## src/rtl/reload_irq_consts.svh

```systemverilog
// Purpose: Constants for the reload interrupt and wake-up logic
// Assumes: AXI4-Lite word registers, 200 MHz system clock
// Notes: Offsets are byte addresses
`ifndef RELOAD_IRQ_CONSTS_SVH
`define RELOAD_IRQ_CONSTS_SVH

// ****************************************
// Register offsets
// ****************************************
`define OFS_CTRL 4'h0
`define OFS_FLAGS 4'h4
`define OFS_IRQ_STATUS 4'h8
`define OFS_IRQ_MASK 4'hC

// ****************************************
// Field positions
// ****************************************
`define CTRL_GIE_BIT 0
`define CTRL_RELOAD_EN_BIT 1
`define FLAG_RELOAD_BIT 0
`define FLAG_EXT_BIT 1
`define EV_ACK_BIT 0
`define EV_WAKE_BIT 1

// ****************************************
// Vectors and reset values
// ****************************************
`define NUM_SRC 2
`define ADDR_W 12
`define VEC_RELOAD 12'h010
`define VEC_EXT 12'h004
`define CTRL_RESET 2'h0

`endif

```

## src/rtl/reload_irq_pkg.sv

```systemverilog
// Purpose: Types for the reload interrupt and wake-up logic
// Assumes: Included constants header
// Notes: Types only
package reload_irq_pkg;
  typedef enum logic [1:0] {
    RESP_OKAY = 2'h0,
    RESP_SLVERR = 2'h2
  } axi_resp_e;
endpackage

```

## src/rtl/reload_irq_and_wakeup_logic.sv

```systemverilog
// Purpose: Reload data interrupt request, acknowledge, global enable and wake-up
// Assumes: Core asserts instr_boundary once per instruction; stack_full from core
// Notes: Source 0 is the reload interrupt (highest priority), source 1 a generic one
// What this block does
// - Set reload flag when pointer reload completes
// - Branch only with both enables, flag, stack free
// - Servicing clears the reload flag in hardware
// - Servicing clears the global interrupt enable
// - Any source event on a clear flag produces a wake-up
// - Wake-up ignores all enable bits
// - Set flags stay until serviced or cleared
// - Cleared individual enable blocks service
// - Entry pushes only program counter
// - Interrupt return pops and sets global enable
// - Subroutine return pops, leaves enable clear
// - Blocked requests stay latched for later
// - Full stack blocks every acknowledge
// - Acknowledge pushes counter, loads own vector
//
// Local design decisions: the register offsets and register access over AXI4-Lite.
`timescale 1ns/1ps
`default_nettype none
`include "reload_irq_consts.svh"

module reload_irq_and_wakeup_logic (
  input wire logic sys_clk,
  input wire logic arst_n,
  input wire logic [31:0] s_axi_awaddr,
  input wire logic s_axi_awvalid,
  output logic s_axi_awready,
  input wire logic [31:0] s_axi_wdata,
  input wire logic [3:0] s_axi_wstrb,
  input wire logic s_axi_wvalid,
  output logic s_axi_wready,
  output logic [1:0] s_axi_bresp,
  output logic s_axi_bvalid,
  input wire logic s_axi_bready,
  input wire logic [31:0] s_axi_araddr,
  input wire logic s_axi_arvalid,
  output logic s_axi_arready,
  output logic [31:0] s_axi_rdata,
  output logic [1:0] s_axi_rresp,
  output logic s_axi_rvalid,
  input wire logic s_axi_rready,
  input wire logic reload_done,
  input wire logic ext_event,
  input wire logic stack_full,
  input wire logic instr_boundary,
  input wire logic return_from_irq_instr,
  input wire logic subroutine_return_instr,
  output logic irq_take,
  output logic [`ADDR_W-1:0] irq_vector,
  output logic push_pc,
  output logic wakeup,
  output logic global_irq_enable,
  output logic irq
);

  // ****************************************
  // Reset release
  // ****************************************
  logic rst_meta;
  logic rst_n;

  always_ff @(posedge sys_clk or negedge arst_n) begin
    if (!arst_n) begin
      rst_meta <= 1'b0;
      rst_n <= 1'b0;
    end else begin
      rst_meta <= 1'b1;
      rst_n <= rst_meta;
    end
  end

  // ****************************************
  // Bus slave
  // ****************************************
  logic aw_held;
  logic w_held;
  logic [3:0] aw_addr;
  logic [31:0] w_data;
  logic [3:0] w_strb;
  logic wr_fire;
  logic reload_irq_enable;
  logic ext_irq_enable;
  logic [`NUM_SRC-1:0] flags;
  logic [1:0] ev_status;
  logic [1:0] ev_mask;

  assign s_axi_awready = !aw_held && !s_axi_bvalid;
  assign s_axi_wready = !w_held && !s_axi_bvalid;
  assign wr_fire = aw_held && w_held && !s_axi_bvalid;
  assign s_axi_arready = !s_axi_rvalid;

  always_ff @(posedge sys_clk or negedge rst_n) begin
    if (!rst_n) begin
      aw_held <= 1'b0;
      w_held <= 1'b0;
      aw_addr <= 4'h0;
      w_data <= 32'h0000_0000;
      w_strb <= 4'h0;
    end else begin
      if (s_axi_awvalid && s_axi_awready) begin
        aw_held <= 1'b1;
        aw_addr <= s_axi_awaddr[3:0];
      end else if (wr_fire) begin
        aw_held <= 1'b0;
      end
      if (s_axi_wvalid && s_axi_wready) begin
        w_held <= 1'b1;
        w_data <= s_axi_wdata;
        w_strb <= s_axi_wstrb;
      end else if (wr_fire) begin
        w_held <= 1'b0;
      end
    end
  end

  always_ff @(posedge sys_clk or negedge rst_n) begin
    if (!rst_n) begin
      s_axi_bvalid <= 1'b0;
      s_axi_bresp <= reload_irq_pkg::RESP_OKAY;
    end else if (wr_fire) begin
      s_axi_bvalid <= 1'b1;
      s_axi_bresp <= (aw_addr[1:0] == 2'h0) ? reload_irq_pkg::RESP_OKAY : reload_irq_pkg::RESP_SLVERR;
    end else if (s_axi_bready) begin
      s_axi_bvalid <= 1'b0;
    end
  end

  logic wr_ctrl;
  logic wr_flags;
  logic wr_status;
  logic wr_mask;
  assign wr_ctrl = wr_fire && w_strb[0] && aw_addr == `OFS_CTRL;
  assign wr_flags = wr_fire && w_strb[0] && aw_addr == `OFS_FLAGS;
  assign wr_status = wr_fire && w_strb[0] && aw_addr == `OFS_IRQ_STATUS;
  assign wr_mask = wr_fire && w_strb[0] && aw_addr == `OFS_IRQ_MASK;

  always_ff @(posedge sys_clk or negedge rst_n) begin
    if (!rst_n) begin
      s_axi_rvalid <= 1'b0;
      s_axi_rdata <= 32'h0000_0000;
      s_axi_rresp <= reload_irq_pkg::RESP_OKAY;
    end else if (s_axi_arvalid && s_axi_arready) begin
      s_axi_rvalid <= 1'b1;
      s_axi_rresp <= reload_irq_pkg::RESP_OKAY;
      // Addresses above the register window must not alias onto it
      if (s_axi_araddr[31:4] != 28'h0) begin
        s_axi_rdata <= 32'h0000_0000;
        s_axi_rresp <= reload_irq_pkg::RESP_SLVERR;
      end else begin
        unique case (s_axi_araddr[3:0])
          `OFS_CTRL: s_axi_rdata <= {29'h0, ext_irq_enable, reload_irq_enable, global_irq_enable};
          `OFS_FLAGS: s_axi_rdata <= {30'h0, flags};
          `OFS_IRQ_STATUS: s_axi_rdata <= {30'h0, ev_status};
          `OFS_IRQ_MASK: s_axi_rdata <= {30'h0, ev_mask};
          default: begin
            s_axi_rdata <= 32'h0000_0000;
            s_axi_rresp <= reload_irq_pkg::RESP_SLVERR;
          end
        endcase
      end
    end else if (s_axi_rready) begin
      s_axi_rvalid <= 1'b0;
    end
  end

  // ****************************************
  // Request flags and enables
  // ****************************************
  logic [`NUM_SRC-1:0] src_ev;
  logic [`NUM_SRC-1:0] src_en;
  logic [`NUM_SRC-1:0] grant;
  logic [`NUM_SRC-1:0] flags_q;
  logic can_take;

  assign src_ev = {ext_event, reload_done};
  assign src_en = {ext_irq_enable, reload_irq_enable};

  // Global enable plus stack room plus boundary; individual enable per source
  assign can_take = instr_boundary && global_irq_enable && !stack_full;
  // Lowest index wins
  assign grant[0] = can_take && flags[0] && src_en[0];
  assign grant[1] = can_take && flags[1] && src_en[1] && !grant[0];
  assign irq_take = |grant;
  // Only the counter is pushed; no other context is saved here
  assign push_pc = irq_take;

  // Events are registered so a flag rises the cycle after its source
  always_ff @(posedge sys_clk or negedge rst_n) begin
    if (!rst_n) begin
      flags <= {`NUM_SRC{1'b0}};
    end else begin
      for (int i = 0; i < `NUM_SRC; i++) begin
        if (src_ev[i]) begin
          flags[i] <= 1'b1;
        end else if (grant[i]) begin
          flags[i] <= 1'b0;
        end else if (wr_flags) begin
          flags[i] <= w_data[i];
        end
      end
    end
  end

  always_ff @(posedge sys_clk or negedge rst_n) begin
    if (!rst_n) begin
      irq_vector <= `VEC_EXT;
    end else if (grant[0]) begin
      irq_vector <= `VEC_RELOAD;
    end else if (grant[1]) begin
      irq_vector <= `VEC_EXT;
    end
  end

  // Hardware clear on entry wins over a software write in the same cycle
  always_ff @(posedge sys_clk or negedge rst_n) begin
    if (!rst_n) begin
      global_irq_enable <= 1'b0;
      reload_irq_enable <= 1'b0;
      ext_irq_enable <= 1'b0;
    end else begin
      if (irq_take) begin
        global_irq_enable <= 1'b0;
      end else if (return_from_irq_instr) begin
        global_irq_enable <= 1'b1;
      end else if (wr_ctrl) begin
        global_irq_enable <= w_data[`CTRL_GIE_BIT];
      end
      // Subroutine return touches nothing here
      if (wr_ctrl) begin
        reload_irq_enable <= w_data[`CTRL_RELOAD_EN_BIT];
        ext_irq_enable <= w_data[2];
      end
    end
  end

  // ****************************************
  // Wake-up
  // ****************************************
  // Combinational so it works with the clock stopped; a preset flag cannot rise
  assign wakeup = |(src_ev & ~flags);

  always_ff @(posedge sys_clk or negedge rst_n) begin
    if (!rst_n) begin
      flags_q <= {`NUM_SRC{1'b0}};
    end else begin
      flags_q <= flags;
    end
  end

  // ****************************************
  // Interrupt status
  // ****************************************
  logic [1:0] ev_set;
  assign ev_set = {|(flags & ~flags_q), irq_take};

  always_ff @(posedge sys_clk or negedge rst_n) begin
    if (!rst_n) begin
      ev_status <= 2'h0;
      ev_mask <= 2'h0;
    end else begin
      ev_status <= ev_set | (ev_status & ~(wr_status ? w_data[1:0] : 2'h0));
      if (wr_mask) begin
        ev_mask <= w_data[1:0];
      end
    end
  end

  assign irq = |(ev_status & ev_mask);

endmodule
`default_nettype wire

```

## config.mk

```make
export PLATFORM = sky130hd
export DESIGN_NAME = reload_irq_and_wakeup_logic
export DESIGN_NICKNAME = d
export VERILOG_FILES = /design/src/rtl/reload_irq_pkg.sv /design/src/rtl/reload_irq_and_wakeup_logic.sv
export VERILOG_INCLUDE_DIRS = /design/src /design/src/rtl
export SDC_FILE = /design/constraint.sdc
export NUM_CORES = 1
export LEC_CHECK = 0
export BUFFER_PORTS_ARGS = -buffer_cell sky130_fd_sc_hd__buf_2
export CORE_MARGIN = 5
export CORE_UTILIZATION = 34
export DETAILED_ROUTE_END_ITERATION = 7
export PLACE_DENSITY = 0.83
export SYNTH_ARGS = -nofsm -noshare
export SYNTH_HDL_FRONTEND = slang
export SYNTH_SLANG_ARGS = --single-unit
```

## constraint.sdc

```tcl
create_clock -name sys_clk -period 2.09 [get_ports sys_clk]
set_clock_uncertainty 0.1 [all_clocks]
set_input_delay 0.418 -clock sys_clk [delete_from_list [all_inputs] [get_ports sys_clk]]
set_output_delay 0.418 -clock sys_clk [all_outputs]
set_load 0.01 [all_outputs]
```

**Word-level counts from Yosys, hierarchy flattened**

Index checks and enable logic that the tools add are counted.

- Equal/unequal tests: 6
- Multiplexer cells: 24
- Bitwise operators: 8
- Reduce and logical (&&, ||, !) cells: 42

Operators with widths:

| cell | number |
|---|---|
| 28-bit nonzero test | 1 |
| 12-bit 2-to-1 mux | 2 |
| 1-bit logical AND | 19 |
| 4-bit == test, second input constant | 4 |
| 1-bit 2-to-1 mux | 16 |
| 3-bit one-hot mux with 4 select lines | 1 |
| 2-bit nonzero test | 5 |
| 3-bit nonzero test | 3 |
| 2-bit bitwise AND | 4 |
| 4-bit by 3-bit == test with 1-bit output, second input constant | 2 |
| 4-bit logical NOT | 2 |
| 2-bit 2-to-1 mux | 4 |
| 2-bit OR reduction | 4 |
| 1-bit logical NOT | 6 |
| 2-bit NOT | 3 |
| 4-bit OR reduction | 1 |
| 3-bit 2-to-1 mux | 1 |
| 2-bit logical NOT | 1 |
| 2-bit OR | 1 |

- Register bits: 73
- Bits of input ports: 113
- Output and inout bits: 58
- Word-level logic and storage cells: 101

**Depth between registers and ports, before layout**

- Depth in word-level cells: 8
- Mapped depth: 4
- Gate-level depth less buffers: 4

**Worst setup path after synthesis**

No wires, ideal clock.

- Path type: input port to output port
- Start: input stack_full
- End: output push_pc
- Arrival: 1.064 ns
- Required time: 1.572 ns
- Slack: 0.508 ns
- Cell stages on the path: 4
- Buffers on the path: 1
- Cell sequence: and3b_1 -> nand3_1 -> nand2_1 -> buf_4

- Longest elaborated chain between the ends: 7
- Elaborated cells on any way between the ends: 9
- Those cells by class: reduce/logical (9)

RTL lines:

| item | RTL line | source |
|---|---|---|
| start, declared | reload_irq_and_wakeup_logic.sv:47 | `input wire logic stack_full,` |
| 1-bit logical NOT * | reload_irq_and_wakeup_logic.sv:182 | `assign can_take = instr_boundary && global_irq_enable && !stack_full;` |
| 1-bit logical AND * | reload_irq_and_wakeup_logic.sv:182 |  |
| 1-bit logical AND (2 in series) | reload_irq_and_wakeup_logic.sv:184 | `assign grant[0] = can_take && flags[0] && src_en[0];` |
| 1-bit logical NOT | reload_irq_and_wakeup_logic.sv:185 | `assign grant[1] = can_take && flags[1] && src_en[1] && !grant[0];` |
| 1-bit logical AND | reload_irq_and_wakeup_logic.sv:185 |  |
| 2-bit OR reduction * | reload_irq_and_wakeup_logic.sv:186 | `assign irq_take = \|grant;` |
| end, declared | reload_irq_and_wakeup_logic.sv:53 | `output logic push_pc,` |

Every way passes the cells marked *; elsewhere a longest branch is shown, timed or not.

**Worst setup path in the final report**

- Start: register global_irq_enable
- End: output push_pc

- Longest elaborated chain between the ends: 7
- Elaborated cells on any way between the ends: 9
- Those cells by class: reduce/logical (9)

RTL lines:

| item | RTL line | source |
|---|---|---|
| start, declared | reload_irq_and_wakeup_logic.sv:55 | `output logic global_irq_enable,` |
| start signal, assigned | reload_irq_and_wakeup_logic.sv:229 | `` global_irq_enable <= w_data[`CTRL_GIE_BIT]; `` |
| 1-bit logical AND * (2 in series) | reload_irq_and_wakeup_logic.sv:182 |  |
| 1-bit logical AND (2 in series) | reload_irq_and_wakeup_logic.sv:184 |  |
| 1-bit logical NOT | reload_irq_and_wakeup_logic.sv:185 |  |
| 1-bit logical AND | reload_irq_and_wakeup_logic.sv:185 |  |
| 2-bit OR reduction * | reload_irq_and_wakeup_logic.sv:186 |  |

Marked as above.

==> parameters.txt <==
Parameter                              Value

Run status
  Result of the run    finished, final reports clean

Worst setup path
  Maximum fanout count along the critical path    4
  Number of cells on the worst reg-to-reg path    3
  Endpoint type of the worst setup path    output pin
  Startpoint class of the critical path    flip-flop
  Worst flop-to-flop path startpoint    aw_addr[1]$_DFFE_PN0P_
  Arrival time of data at the critical path endpoint    around 1400 ps
  Capture point of the worst reg-to-reg path    reload_irq_enable$_DFFE_PN0P_
  Critical path start-end classification    reg -> out
  Worst endpoint required time    about 1600 ps
  Critical Path Source    global_irq_enable$_DFFE_PN0P_
  Reg-to-reg setup timing slack    400 ps

CTS
  TritonCTS buffer count    5
  Master cell of the clock root buffer    sky130_fd_sc_hd__clkbuf_8
  CTS tree    done
  Post-CTS setup repair buffer count    0
  H-tree levels    2
  TritonCTS Sinks    32
  Clock-pin slew of the registers on the worst-case setup and hold paths    approximately 60 ps
  Clock insertion delay at the later pin of the skew report    280 ps
  Max clock buf depth    2

Floorplanning
  Die Outline Area    around 7000 µm²
  Overall die width    slightly above 80 µm
  IO Pins    171
  Initial standard-cell utilization of the core    35.1%
  Die span in y    82.6 µm
  Core region area    a little over 5000 µm²
  Floorplan row count    26

Synth
  Sequential share of the synthesized area    44.8%
  Most used flip-flop cell after synthesis    sky130_fd_sc_hd__dfrtp_1
  Seq cells post-synth    32
  Synthesized area per cell    11.2 µm²
  Fraction of post-synthesis cell area in the top cell type by area    43.3%
  Leading cell types by total area after synthesis    sky130_fd_sc_hd__dfrtp_1 43%, sky130_fd_sc_hd__buf_4 18%, sky130_fd_sc_hd__mux2_2 7.5%, sky130_fd_sc_hd__mux4_2 2.5%, sky130_fd_sc_hd__nor4_1 2.4%
  Number of distinct library cells after synthesis    35
  Syn. warnings    0
  Synthesized instance count    160
  Mapped Area    between 1500 and 2000 µm²
  Largest area contributor in the synthesized netlist    sky130_fd_sc_hd__dfrtp_1
  Fraction of registers with async set/reset    100%
  Post-synth EDFFs    0

Flow run
  Max-capacitance violation count    0

Placement
  Worst Setup Slack post-DPL    ~310 ps
  Placed cell area    2060 µm²
  Final HPWL DP    approximately 3.2 mm
  # port buffers    approximately 70
  Weighted congestion reported at the end of routability-driven placement    roughly 0.77

Final layout
  Final design instance area without fill    ~2200 µm²
  Final antenna diode count    0
  Most common cell after layout, fill and taps aside    sky130_fd_sc_hd__buf_2
  Share of final-layout standard cells stronger than drive strength 1    between 40% and 50%
  Highest-count cells in the layout ignoring fill and taps    68 x sky130_fd_sc_hd__buf_2, 42 x sky130_fd_sc_hd__conb_1, 31 x sky130_fd_sc_hd__dfrtp_1, 12 x sky130_fd_sc_hd__mux2_2, 9 x sky130_fd_sc_hd__nand2_1
  # nets final    around 350
  Fraction of the core area covered by cells at the end of the flow    42.6%
  Layout overhead on the synthesized area    21.4%
  Final-layout fill cell count    between 500 and 600

Global routing
  Global-route wire length before repair    slightly below 6 mm
  Total congestion overflow    0
  GRT Total Usage    around 11%
  Initial antenna violation count    0
  Maximum number of pins on one net before global-route repair    31
  Number of global-route vias before repair    between 1,000 and 1,500

Routing
  Drc violations    0
  Vias after detailed routing    1,311
  Routed length per instance    ~13 µm
  Drt total wl    between 3 and 4 mm
  Antenna Nets Post-Route    0
  Number of DRC violations after detailed-routing iteration 0    22
  Vias per cell    approximately 4.3
  First-pass detailed-route iteration total    4

STA
  Hold Fails Final Rpt    0
  Shortest clock period the worst path allows after layout    approximately 1900 ps
  F_max    between 500 and 600 MHz
  Setup Viol. Count Final    0
  PnR worst setup slack    176 ps
  Setup repair after global routing missed its margin    false
  Number of max-slew violations in the final report    0
  Total negative setup slack    0 ps
  Final critical-path share of the clock period    91.6%

Pwr
  Final Total Pwr    approximately 2.3 mW
  Leakage power summed over all cells    roughly 1.1 nW
  Pwr dens    1060 nW/µm²
  Peak supply drop    between 0.6 and 0.7 mV

Worst hold path
  HP Class    reg -> async
worst max path at each step:
| stage | depth (start not counted) | end | slack (ps) |
|---|---|---|---|
| floorplan | 4 | push_pc | 510 |
| global placement | 5 | irq_take | 300 |
| detailed placement | 5 | push_pc | 310 |
| CTS | 4 | push_pc | 140 |
| global route | 4 | irq_take | 50 |
| finish | 4 | push_pc | 180 |
final cells by class:
cell class | count | area (µm²) | area share (%)
Clock inverter | 2 | 35.0 | 1.61
Inverter | 7 | 26.3 | 1.21
Timing Repair Buffer | 70 | 358 | 16.4
Multi-Input combinational cell | 118 | 795 | 36.5
Tap cell | 70 | 87.6 | 4.03
Clock buffer | 6 | 72.6 | 3.34
Sequential cell | 32 | 802 | 36.9
timing repair:
item / CTS / global route
endpoints found under the hold margin: 2 / 0
hold buffers: 1 / 0
resized for setup: 0 / 0
through the flow:
step,hold WS [ps],cells
6_report,151,305
3_5_place_dp,106,296
5_1_grt,198,305
2_1_floorplan,22.4,200
3_3_place_gp,104,296
4_1_cts,170,305
synth_stat cells, drive strengths merged, types with 3 or more instances:
cell type  number
nand3b          3
a21o            3
mux2           13
nor2            5
nand2           9
buf            42
nor2b           4
nor4            8
o21ai           5
dfrtp          31
inv             7
a21oi           3
layer usage:
metal	vias to the layer above	wire, µm	share of wire (%)	track usage (%)
met5	-	0	0	0
met4	0	52	1.4	4.41
met3	6	397	10	3.25
met2	70	1990	52	21.2
met1	618	1380	36	12.3
li1	617	-	-	-
critical path, stage by stage, from the launching register on:
cell and delay [ps]:
sky130_fd_sc_hd__dfrtp_1 400, sky130_fd_sc_hd__and3b_1 210, sky130_fd_sc_hd__nand3_1 160, sky130_fd_sc_hd__nand2_1 200, sky130_fd_sc_hd__buf_2 160
cells by family after synthesis:
family	synth area share, %
AO/OA/AOI/OAI	7.12
buffers and inverters	19.3
flip-flops	44.8
multiplexers	12.0
other	0.419
AND/OR/NAND/NOR	16.4
power breakdown:
part	switching [mW]	internal (mW)
clock network	0.220	0.353
logic	0.319	0.362
registers	0.219	0.828
state kept, by name, indices dropped and copies added (netlist names), 2 cells and up:
signal	flops
aw_addr	4
s_axi_rdata	3
w_data	3
ev_mask	2
ev_status	2
flags	2
flags_q	2
irq_vector	2
Power figures use the tool's default switching activity.
